[src/pkg/mac_pkg.sv]
// package for the motor converter scan control: register map, channel table, converter structs
package mac_pkg;

  // register byte offsets
  localparam logic [5:0] MAC_OFS_CTRL = 6'h00;
  localparam logic [5:0] MAC_OFS_SMPL = 6'h04;
  localparam logic [5:0] MAC_OFS_STAT = 6'h08;
  localparam logic [5:0] MAC_OFS_RES0 = 6'h10;
  localparam logic [5:0] MAC_OFS_RES_LAST = 6'h34;

  // field positions
  localparam int MAC_CTRL_EN_POS = 0;
  localparam int MAC_STAT_GRP_POS = 0;
  localparam int MAC_STAT_OVR_POS = 4;
  localparam int MAC_STAT_BUSY_POS = 8;

  // reset values
  localparam logic MAC_CTRL_EN_RST = 1'b0;
  localparam logic [7:0] MAC_SMPL_RST = 8'h0F;

  // axi responses
  localparam logic [1:0] MAC_RESP_OKAY = 2'h0;
  localparam logic [1:0] MAC_RESP_SLVERR = 2'h2;

  // virtual channel table, entry 0 at the right
  localparam int MAC_VCH_NUM = 10;
  localparam logic [3:0] MAC_VCH_LAST_IDX = 4'h9;
  localparam logic [9:0][4:0] MAC_VCH_INPUT = {5'h1A, 5'h19, 5'h15, 5'h14, 5'h12,
                                               5'h08, 5'h06, 5'h04, 5'h02, 5'h00};
  localparam logic [9:0][1:0] MAC_VCH_GROUP = {2'h3, 2'h3, 2'h2, 2'h2, 2'h2,
                                               2'h1, 2'h1, 2'h0, 2'h0, 2'h0};
  localparam logic [9:0] MAC_VCH_GRP_END = 10'h294;

  typedef enum logic {MAC_IDLE, MAC_CONV} mac_fsm_e;

  // request to the analog converter core
  typedef struct packed {
    logic start;
    logic [4:0] input_sel;
    logic [7:0] sample_states;
  } mac_conv_req_s;

  // answer from the analog converter core
  typedef struct packed {
    logic done;
    logic [11:0] result;
  } mac_conv_rsp_s;

  // result register window decode
  function automatic logic mac_res_hit(input logic [5:0] a);
    mac_res_hit = (a >= MAC_OFS_RES0) && (a <= MAC_OFS_RES_LAST) && (a[1:0] == 2'h0);
  endfunction

  function automatic logic [3:0] mac_res_idx(input logic [5:0] a);
    logic [5:0] d;
    d = a - MAC_OFS_RES0;
    mac_res_idx = d[5:2];
  endfunction

  function automatic logic mac_addr_ok(input logic [5:0] a);
    mac_addr_ok = (a == MAC_OFS_CTRL) || (a == MAC_OFS_SMPL) || (a == MAC_OFS_STAT) || mac_res_hit(a);
  endfunction

endpackage

[src/rtl/mac_scan_ctrl.sv]
// scan control for the twelve_bit_converter: triggered single scan over ten virtual channels
// Behaviour
// - phase currents, bus voltage, speed command sampled in single scan, hardware trigger only.
// - scan starts on the carrier synchronous event, one set per carrier period.
// - ten virtual channels in four groups: 0,2,4 / 6,8 / 18,20,21 / 25,26.
// - every channel uses sampling time entry zero.
// - each channel converted once per scan; no averaging, correction, clipping, filtering.
// - each result delivered as plain 12-bit data.
module mac_scan_ctrl
  import mac_pkg::*;
(
  // clock and reset
  input wire logic i_clk_sys,
  input wire logic i_reset,
  // axi4-lite write address
  input wire logic i_s_axi_awvalid,
  output logic o_s_axi_awready,
  input wire logic [5:0] i_s_axi_awaddr,
  // axi4-lite write data
  input wire logic i_s_axi_wvalid,
  output logic o_s_axi_wready,
  input wire logic [31:0] i_s_axi_wdata,
  input wire logic [3:0] i_s_axi_wstrb,
  // axi4-lite write response
  output logic o_s_axi_bvalid,
  input wire logic i_s_axi_bready,
  output logic [1:0] o_s_axi_bresp,
  // axi4-lite read address
  input wire logic i_s_axi_arvalid,
  output logic o_s_axi_arready,
  input wire logic [5:0] i_s_axi_araddr,
  // axi4-lite read data
  output logic o_s_axi_rvalid,
  input wire logic i_s_axi_rready,
  output logic [31:0] o_s_axi_rdata,
  output logic [1:0] o_s_axi_rresp,
  // carrier synchronous trigger from the pwm timer
  input wire logic i_carrier_trig,
  // analog converter core
  output mac_conv_req_s o_conv_req,
  input wire mac_conv_rsp_s i_conv_rsp,
  // results for the readers
  output logic [9:0][11:0] o_result,
  output logic [3:0] o_group_done
);

  typedef struct packed {
    mac_fsm_e fsm;
    logic [3:0] vch;
    logic en;
    logic [7:0] smp;
    logic [3:0] grp;
    logic ovr;
    logic [3:0] grp_pulse;
    logic [9:0][11:0] res;
    mac_conv_req_s conv;
    logic awready;
    logic aw_have;
    logic [5:0] awaddr;
    logic wready;
    logic w_have;
    logic [31:0] wdata;
    logic [3:0] wstrb;
    logic bvalid;
    logic [1:0] bresp;
    logic arready;
    logic rvalid;
    logic [31:0] rdata;
    logic [1:0] rresp;
  } mac_state_s;

  mac_state_s st;
  mac_state_s next_st;
  logic [3:0] grp_set;
  logic [3:0] grp_clr;
  logic ovr_set;
  logic ovr_clr;
  logic [3:0] vch_inc;

  // read mux; status reflects the state before this cycle's update
  function automatic logic [31:0] mac_read(input mac_state_s s, input logic [5:0] a);
    logic [31:0] d;
    d = 32'h0000_0000;
    if (a == MAC_OFS_CTRL) begin
      d[MAC_CTRL_EN_POS] = s.en;
    end else if (a == MAC_OFS_SMPL) begin
      d[7:0] = s.smp;
    end else if (a == MAC_OFS_STAT) begin
      d[MAC_STAT_GRP_POS +: 4] = s.grp;
      d[MAC_STAT_OVR_POS] = s.ovr;
      d[MAC_STAT_BUSY_POS] = (s.fsm == MAC_CONV);
    end else if (mac_res_hit(a)) begin
      d[11:0] = s.res[mac_res_idx(a)];
    end
    mac_read = d;
  endfunction

  always_comb begin
    next_st = st;
    grp_set = 4'h0;
    grp_clr = 4'h0;
    ovr_set = 1'b0;
    ovr_clr = 1'b0;
    vch_inc = 4'(st.vch + 4'h1);
    next_st.conv.start = 1'b0;

    // write address and data are taken in either order
    if (i_s_axi_awvalid && st.awready) begin
      next_st.awready = 1'b0;
      next_st.aw_have = 1'b1;
      next_st.awaddr = i_s_axi_awaddr;
    end
    if (i_s_axi_wvalid && st.wready) begin
      next_st.wready = 1'b0;
      next_st.w_have = 1'b1;
      next_st.wdata = i_s_axi_wdata;
      next_st.wstrb = i_s_axi_wstrb;
    end
    // all writable fields live in byte lane 0
    if (st.aw_have && st.w_have && !st.bvalid) begin
      next_st.aw_have = 1'b0;
      next_st.w_have = 1'b0;
      next_st.bvalid = 1'b1;
      next_st.bresp = MAC_RESP_OKAY;
      case (st.awaddr)
        MAC_OFS_CTRL: begin
          if (st.wstrb[0]) begin
            next_st.en = st.wdata[MAC_CTRL_EN_POS];
          end
        end
        MAC_OFS_SMPL: begin
          if (st.wstrb[0]) begin
            next_st.smp = st.wdata[7:0];
          end
        end
        MAC_OFS_STAT: begin
          if (st.wstrb[0]) begin
            grp_clr = st.wdata[MAC_STAT_GRP_POS +: 4];
            ovr_clr = st.wdata[MAC_STAT_OVR_POS];
          end
        end
        default: begin
          // result registers are read only; writes to them are dropped
          if (!mac_res_hit(st.awaddr)) begin
            next_st.bresp = MAC_RESP_SLVERR;
          end
        end
      endcase
    end
    // one write under way at a time: readies come back only after the response
    if (st.bvalid && i_s_axi_bready) begin
      next_st.bvalid = 1'b0;
      next_st.awready = 1'b1;
      next_st.wready = 1'b1;
    end

    // read channel
    if (i_s_axi_arvalid && st.arready) begin
      next_st.arready = 1'b0;
      next_st.rvalid = 1'b1;
      next_st.rdata = mac_read(st, i_s_axi_araddr);
      next_st.rresp = mac_addr_ok(i_s_axi_araddr) ? MAC_RESP_OKAY : MAC_RESP_SLVERR;
    end
    if (st.rvalid && i_s_axi_rready) begin
      next_st.rvalid = 1'b0;
      next_st.arready = 1'b1;
    end

    // scan sequencer
    case (st.fsm)
      MAC_IDLE: begin
        // no software start path: only the carrier event launches a scan
        if (i_carrier_trig && st.en) begin
          next_st.fsm = MAC_CONV;
          next_st.vch = 4'h0;
          next_st.conv.start = 1'b1;
          next_st.conv.input_sel = MAC_VCH_INPUT[0];
          next_st.conv.sample_states = st.smp;
        end
      end
      MAC_CONV: begin
        // a trigger during a scan is dropped, the carrier period was too short
        if (i_carrier_trig) begin
          ovr_set = 1'b1;
        end
        if (i_conv_rsp.done) begin
          next_st.res[st.vch] = i_conv_rsp.result;
          if (MAC_VCH_GRP_END[st.vch]) begin
            grp_set[MAC_VCH_GROUP[st.vch]] = 1'b1;
          end
          if (st.vch == MAC_VCH_LAST_IDX) begin
            next_st.fsm = MAC_IDLE;
          end else begin
            next_st.vch = vch_inc;
            next_st.conv.start = 1'b1;
            next_st.conv.input_sel = MAC_VCH_INPUT[vch_inc];
            next_st.conv.sample_states = st.smp;
          end
        end
      end
      default: begin
        next_st.fsm = MAC_IDLE;
      end
    endcase

    // sticky flags: a set in the clearing cycle wins
    next_st.grp_pulse = grp_set;
    next_st.grp = (st.grp & ~grp_clr) | grp_set;
    next_st.ovr = (st.ovr & ~ovr_clr) | ovr_set;

    if (i_reset) begin
      next_st = '0;
      next_st.fsm = MAC_IDLE;
      next_st.en = MAC_CTRL_EN_RST;
      next_st.smp = MAC_SMPL_RST;
      next_st.awready = 1'b1;
      next_st.wready = 1'b1;
      next_st.arready = 1'b1;
    end
  end

  always_ff @(posedge i_clk_sys) begin
    st <= next_st;
  end

  assign o_s_axi_awready = st.awready;
  assign o_s_axi_wready = st.wready;
  assign o_s_axi_bvalid = st.bvalid;
  assign o_s_axi_bresp = st.bresp;
  assign o_s_axi_arready = st.arready;
  assign o_s_axi_rvalid = st.rvalid;
  assign o_s_axi_rdata = st.rdata;
  assign o_s_axi_rresp = st.rresp;
  assign o_conv_req = st.conv;
  assign o_result = st.res;
  assign o_group_done = st.grp_pulse;

  // checking helper: conversions started in the current scan
  logic [3:0] chk_starts;
  always_ff @(posedge i_clk_sys) begin
    if (i_reset) begin
      chk_starts <= 4'h0;
    end else if (o_conv_req.start && st.vch == 4'h0) begin
      chk_starts <= 4'h1;
    end else if (o_conv_req.start) begin
      chk_starts <= 4'(chk_starts + 4'h1);
    end
  end
endmodule

[config.mk]
export PLATFORM = sky130hd
export DESIGN_NAME = mac_scan_ctrl
export DESIGN_NICKNAME = d
export VERILOG_FILES = /design/src/pkg/mac_pkg.sv /design/src/rtl/mac_scan_ctrl.sv
export SDC_FILE = /design/constraint.sdc
export NUM_CORES = 1
export LEC_CHECK = 0
export ABC_AREA = 1
export BUFFER_PORTS_ARGS = -buffer_cell sky130_fd_sc_hd__buf_4
export CAP_MARGIN = 30
export CORE_ASPECT_RATIO = 1.5
export CORE_MARGIN = 2
export CORE_UTILIZATION = 30
export DETAILED_ROUTE_END_ITERATION = 10
export PLACE_DENSITY = 0.54
export SLEW_MARGIN = 20
export SYNTH_ARGS = -nofsm -noshare
export SYNTH_HDL_FRONTEND = slang
export SYNTH_SLANG_ARGS = --single-unit
export TNS_END_PERCENT = 1
[constraint.sdc]
create_clock -name i_clk_sys -period 5.5 [get_ports i_clk_sys]
set_input_delay 0 -clock i_clk_sys [delete_from_list [all_inputs] [get_ports i_clk_sys]]
set_output_delay 0 -clock i_clk_sys [all_outputs]
set_load 0.05 [all_outputs]
==> results.txt, run 1 <==
----------------------------------------------------
[Run status]
  Outcome ... completed

[Synth]
  Post-synthesis instance total ... 1344
  Distinct cell type count after synthesis ... 38
  Seq/Total Area, Yosys ... 0.4051
  Predominant post-synthesis flop cell ... dfxtp_1
  Number of storage elements in the synthesis netlist ... 196
  Most instantiated cells after synthesis ... nor2_1, dfxtp_1, o21ai_0, buf_4, nand2_1
  Ys async rst share ... 0
  Count leader, synth ... nor2_1
  Post-synth EDFFs ... 0
  Largest area contributor in the synthesized netlist ... dfxtp_1
  Cells taking the most area after synthesis ... dfxtp_1, buf_4, o21ai_0
  Post-synthesis cell area ... 0.009686 mm^2
  Proportion of netlist area held by the largest area contributor ... 0.4051
  Yosys warnings ... 0
  Average cell area after synthesis ... 7.207 um^2

[Route]
  Detailed-route vias per instance ... 4.695
  Routed wire length ... 32940 um
  Routed length per instance ... 18.34 um
  DRT iter0 DRCs ... 568
  M1 wire length ... 12130 um
  Via count of the routed design ... 8432
  Met3 Wirelength ... 2102 um
  Top routing layer used ... met4
  Routed length on met2 ... 17420 um
  Total DRC errors in the routed layout ... 0
  Drt pass-1 iters ... 5
  Antenna Violating Nets Remaining ... 0

[Worst setup path]
  Classification of the worst setup path ... reg -> reg
  CP Max Fanout ... 13
  Capturing element type of the critical path ... flip-flop
  Worst EP required ... 5.84 ns
  Flop2flop setup slack ... 3.11 ns
  Startpoint class of the critical path ... flip-flop
  Arrival time worst endpoint ... 2.73 ns

[Finish]
  Growth of design area from synthesis to finish ... 14.68%
  Post-route cell area ... 0.01111 mm^2
  Sequential cell area ... 0.003924 mm^2
  Fin util ... 0.3489
  Share of final-layout standard cells stronger than drive strength 1 ... 0.1869
  Area of the multi-input gates ... 0.003832 mm^2
  Antenna cells ... 0
  Filler Cell Count ... 3449
  Number of nets in the layout ... 1453

[Global routing]
  Overall overflow remaining after global route ... 0
  Wire length of the first global-routing pass ... 48040 um
  Initial antenna violation count ... 0
  Pin count of the biggest net entering global routing ... 96
  GR Util All Layers ... 0.1939
  Vias in the first global route ... 7950

[STA]
  Max_slew headroom ... 0.4317
  Final worst-path setup slack ... 3.107 ns
  Post-route setup TNS ... 0 ns
  Unrepaired setup endpoints after global routing ... false
  Setup Skew ... 0.01090 ns
  Final setup violation count ... 0
  Number of pins with negative max-slew slack in the final report ... 0
  Worst hold slack ... 0.01429 ns
  Min Tclk post-route ... 2.393 ns
  Actual transition at the worst max-transition pin ... 0.8493 ns
  Final worst path period share ... 0.4351
  Number of hold violations in the final report ... 0
  Highest clock rate ... 0.4179 GHz

[Clock network]
  Total CTS buffers ... 17
  TritonCTS clock tree ... yes
  Hold buffer count at CTS ... 31
  Count of buffers added by post-CTS timing repair for setup ... 0
  Clk slew on worst S/H paths ... 0.07 ns
  Post_cts resized ... 0
  Root Buffer Master ... clkbuf_16
  Htree depth ... 4
  Clk Latency, worst-skew pair ... 0.46 ns
  Clk sinks ... 196
  Max Root-Sink Buffers ... 2

[Placed design]
  Estimated wirelength of the detail-placed design ... 24530 um
  Buffers added on ports ... 198
  Gpl congestion ... 0.8680
  Worst Setup Slack post-DPL ... 2.866 ns
  Placed inst area ... 0.01019 mm^2

[Power]
  Power density cells ... 270.8 mW/mm^2
  Leakage power summed over all cells ... 0.004759 uW
  Worst IR drop on VDD ... 0.0002045 V

[Floorplanning]
  Total Die Area ... 0.03377 mm^2
  I/O pin cnt ... 248
  Floorplan Core Area ... 0.03183 mm^2
  Initial Utilization ... 0.3043
  Height of the die ... 224.1 um
  Number of rows created at floorplan ... 80
  Die boundary width ... 150.7 um

[Min path]
  Min-delay worst type ... in -> reg

[Run]
  Number of max-cap violations ... 0

----------------------------------------------------
==> final timing paths <==
check,start,end,cells past startpoint
max,st[237],o_result[112],6
min,i_s_axi_awvalid,o_s_axi_awready,4
max reg2reg,st[237],o_result[112],6
min reg2reg,st[75],st[75],2
==> report_power, final <==
group | internal, uW | switching, uW
clock | 650 | 612
combinational | 86.0 | 214
sequential | 1440 | 10.8
total | 2170 | 837
==> state kept, by name, summed over array words and instances (netlist names), 4 cells and up, named ones only <==
register,count
o_conv_req,14
o_group_done,4
o_result,120
o_s_axi_rdata,12
st,36
==> cell families after synthesis <==
logic type,Yosys count,share of synthesized area
and+or+nand+nor,446,0.1895
AOI/OAI and AO/OA,335,0.1829
other,1,0.0003872
DFF,196,0.4051
adders and majority gates,11,0.01421
buffers and inverters,355,0.2079
==> critical path, stage by stage (launching register included) <==
cell and delay, ns:
dfxtp_1 0.51, ha_1 0.26, nand2_2 0.09, nor2_1 0.65
inv_1 0.45, o21ai_0 0.26, a21oi_1 0.06
==> cell usage in the layout, fill, tap and decap left out, types with 4 or more instances in the layout <==
cell           Yosys  routed
nand3_1           48      48
a21oi_1          117     117
inv_6              0       7
nand4_1           10      10
ha_1              11      11
nor3_1             5       5
conb_1             1      22
o21ai_1            4       4
dfxtp_1          196     196
buf_4            174     199
inv_2              6       6
nor2_2             4       6
clkbuf_16          0      17
nand2_2            4       4
nand2_1          163     163
o211ai_1          13      13
o21ai_0          182     182
nor2_1           201     199
a22oi_1            6       6
inv_1            103     102
dlygate4sd3_1      0      31
==> per-layer routing <==
| layer | GRT usage | up-vias |
|---|---|---|
| met3 | 0.04745 | 53 |
| met4 | 0.08291 | 0 |
| met5 | 0 | - |
| met1 | 0.2075 | 3882 |
| li1 | - | 4213 |
| met2 | 0.3563 | 284 |
==> per-stage QoR <==
stage / total power, uW / cells
5_1_grt: 3115 / 1796
4_1_cts: 3029 / 1794
2_1_floorplan: 1681 / 1365
3_5_place_dp: 1759 / 1731
6_report: 3008 / 1796
3_3_place_gp: 1758 / 1731
==> final cells by class <==
cell class	instances	area share
Sequential cell	196	0.3533
Multi-Input combinational cell	814	0.3450
Timing Repair Buffer	232	0.1651
Tap cell	410	0.04619
Clock buffer	18	0.03954
Inverter	112	0.03819
Clock inverter	14	0.01262
Note: power is estimated with default switching activity, not from simulation.
==> run 2, diff against run 1 <==
- clock period: 5.5 -> 2.3 ns (I/O delays scaled with it)
==> results.txt, run 2 (synthesis gave the netlist of run 1 again) <==
----------------------------------------------------
[Floorplanning]
  Number of rows created at floorplan ... 80
  Floorplan Core Area ... 0.03183 mm^2
  Total Die Area ... 0.03377 mm^2
  Initial Utilization ... 0.3043
  Die boundary width ... 150.7 um
  I/O pin cnt ... 248
  Height of the die ... 224.1 um

[Power]
  Leakage power summed over all cells ... 0.004845 uW
  Power density cells ... 628.8 mW/mm^2
  Worst IR drop on VDD ... 0.0005066 V

[Finish]
  Antenna cells ... 0
  Post-route cell area ... 0.01124 mm^2
  Top library cells by usage in the layout, fill and taps aside ... buf_4, nor2_1, dfxtp_1
  Largest register FFs ... 120
  Growth of design area from synthesis to finish ... 16.03%
  Fin util ... 0.3531
  Share of final-layout standard cells stronger than drive strength 1 ... 0.1983
  Leading cell type in the layout, fill and taps excluded ... buf_4
  Number of nets in the layout ... 1475

[Global routing]
  Overall overflow remaining after global route ... 0
  Vias in the first global route ... 8113
  Initial antenna violation count ... 0
  Wire length of the first global-routing pass ... 48930 um
  GR Util All Layers ... 0.1963
  Pin count of the biggest net entering global routing ... 121

[Worst setup path]
  Startpoint class of the critical path ... flip-flop
  Capturing element type of the critical path ... flip-flop
  Classification of the worst setup path ... reg -> reg
  Flop2flop setup slack ... 0.26 ns
  Logic depth of the worst register-to-register path ... 13
  CP Max Fanout ... 17
  Critical R2R Launch ... st[238]
  Worst EP required ... 2.65 ns
  Arrival time worst endpoint ... 2.39 ns

[STA]
  Setup Skew ... 0.01347 ns
  Highest clock rate ... 0.4913 GHz
  Max_slew headroom ... 0.5981
  Actual transition at the worst max-transition pin ... 0.6023 ns
  Unrepaired setup endpoints after global routing ... false
  Min Tclk post-route ... 2.035 ns
  Number of hold violations in the final report ... 0
  Number of pins with negative max-slew slack in the final report ... 0
  Final worst path period share ... 0.8849
  Final setup violation count ... 0
  Post-route setup TNS ... 0 ns

[Clock network]
  Clk slew on worst S/H paths ... 0.08 ns
  TritonCTS clock tree ... yes
  Clk Latency, worst-skew pair ... 0.45 ns
  Max Root-Sink Buffers ... 2
  Clk sinks ... 196
  Count of buffers added by post-CTS timing repair for setup ... 0
  Htree depth ... 4
  Root Buffer Master ... clkbuf_16
  Total CTS buffers ... 17

[Route]
  DRT iter0 DRCs ... 581
  Detailed-route vias per instance ... 4.687
  Routed wire length ... 33130 um
  Via count of the routed design ... 8517
  Antenna Violating Nets Remaining ... 0
  Drt pass-1 iters ... 5
  Total DRC errors in the routed layout ... 0
  Routed length per instance ... 18.23 um

[Min path]
  Hold Path Cell Cnt ... 4
  Source of the worst hold timing path ... i_s_axi_awvalid
  Hold path endpoint ... o_s_axi_awready
  Min-delay worst type ... in -> reg

[Placed design]
  Estimated wirelength of the detail-placed design ... 24960 um
  Buffers added on ports ... 198
  Gpl congestion ... 0.8779
  Placed inst area ... 0.01037 mm^2

[Run]
  Number of max-cap violations ... 0

[Run status]
  Outcome ... completed

----------------------------------------------------
==> run 2: per-stage QoR <==
stage | worst slack (ns) | cells | total power [uW] | hold slack (ns)
final | 0.2647 | 1817 | 7066 | 0.02385
after global routing | 0.03053 | 1817 | 7332 | 0.04102
after CTS | 0.1476 | 1817 | 7137 | 0.006725
after detailed placement | 0.1599 | 1754 | 4232 | 0.2365
after global placement | 0.1570 | 1754 | 4229 | 0.2351
after floorplan | 0.3746 | 1365 | 4019 | 0.1367
==> run 2: worst max-delay path by stage <==
stage / from / cells after the start / slack [ns] / to
after floorplan: st[237] / 12 / 0.37 / flip-flop
after global placement: st[238] / 7 / 0.16 / o_result[112]
final: st[238] / 13 / 0.26 / flip-flop
after detailed placement: st[238] / 7 / 0.16 / o_result[112]
after global routing: st[237] / 10 / 0.03 / o_result[0]
after CTS: st[238] / 7 / 0.15 / o_result[112]
==> run 2: routing by layer <==
| layer | track usage | share of wire | up-vias |
|---|---|---|---|
| met3 | 0.03788 | 0.052 | 45 |
| met2 | 0.3632 | 0.53 | 251 |
| li1 | - | - | 4254 |
| met5 | 0 | 0 | - |
| met4 | 0.07808 | 0.036 | 0 |
| met1 | 0.2166 | 0.38 | 3967 |
==> run 2: what timing repair did <==
action                     in CTS  in global routing
setup endpoints to repair       0                 12
hold endpoints to repair      160                  0
resized for setup               0                  2
hold buffers                   32                  0
==> run 2: cell type report <==
class                   instances  area [um^2]
well taps                     410        513.0
clock buffers                  17        425.4
flip-flops and latches        196         3925
clock inverters                14        121.4
fillers                      3451        20590
inverters                     112        424.2
repair buffers                254         1999
multi-input cells             814         3830
==> run 2: worst max-delay path: stages (launching register included) <==
cell,delay [ns]
dfxtp_2,0.36
inv_1,0.08
ha_1,0.18
nand2_2,0.09
nand2_4,0.09
o21ai_4,0.15
inv_4,0.08
nand2_1,0.06
a21oi_1,0.23
inv_1,0.08
ha_1,0.17
or2_1,0.24
o21ai_1,0.08
nand2_1,0.06
==> run 2: power breakdown <==
group	switching, uW	internal, uW	leakage [uW]	total, uW
combinational	521	223	0.00300	744
clock	1450	1410	0.000262	2860
sequential	25.4	3430	0.00158	3460
total	2000	5070	0.00484	7070
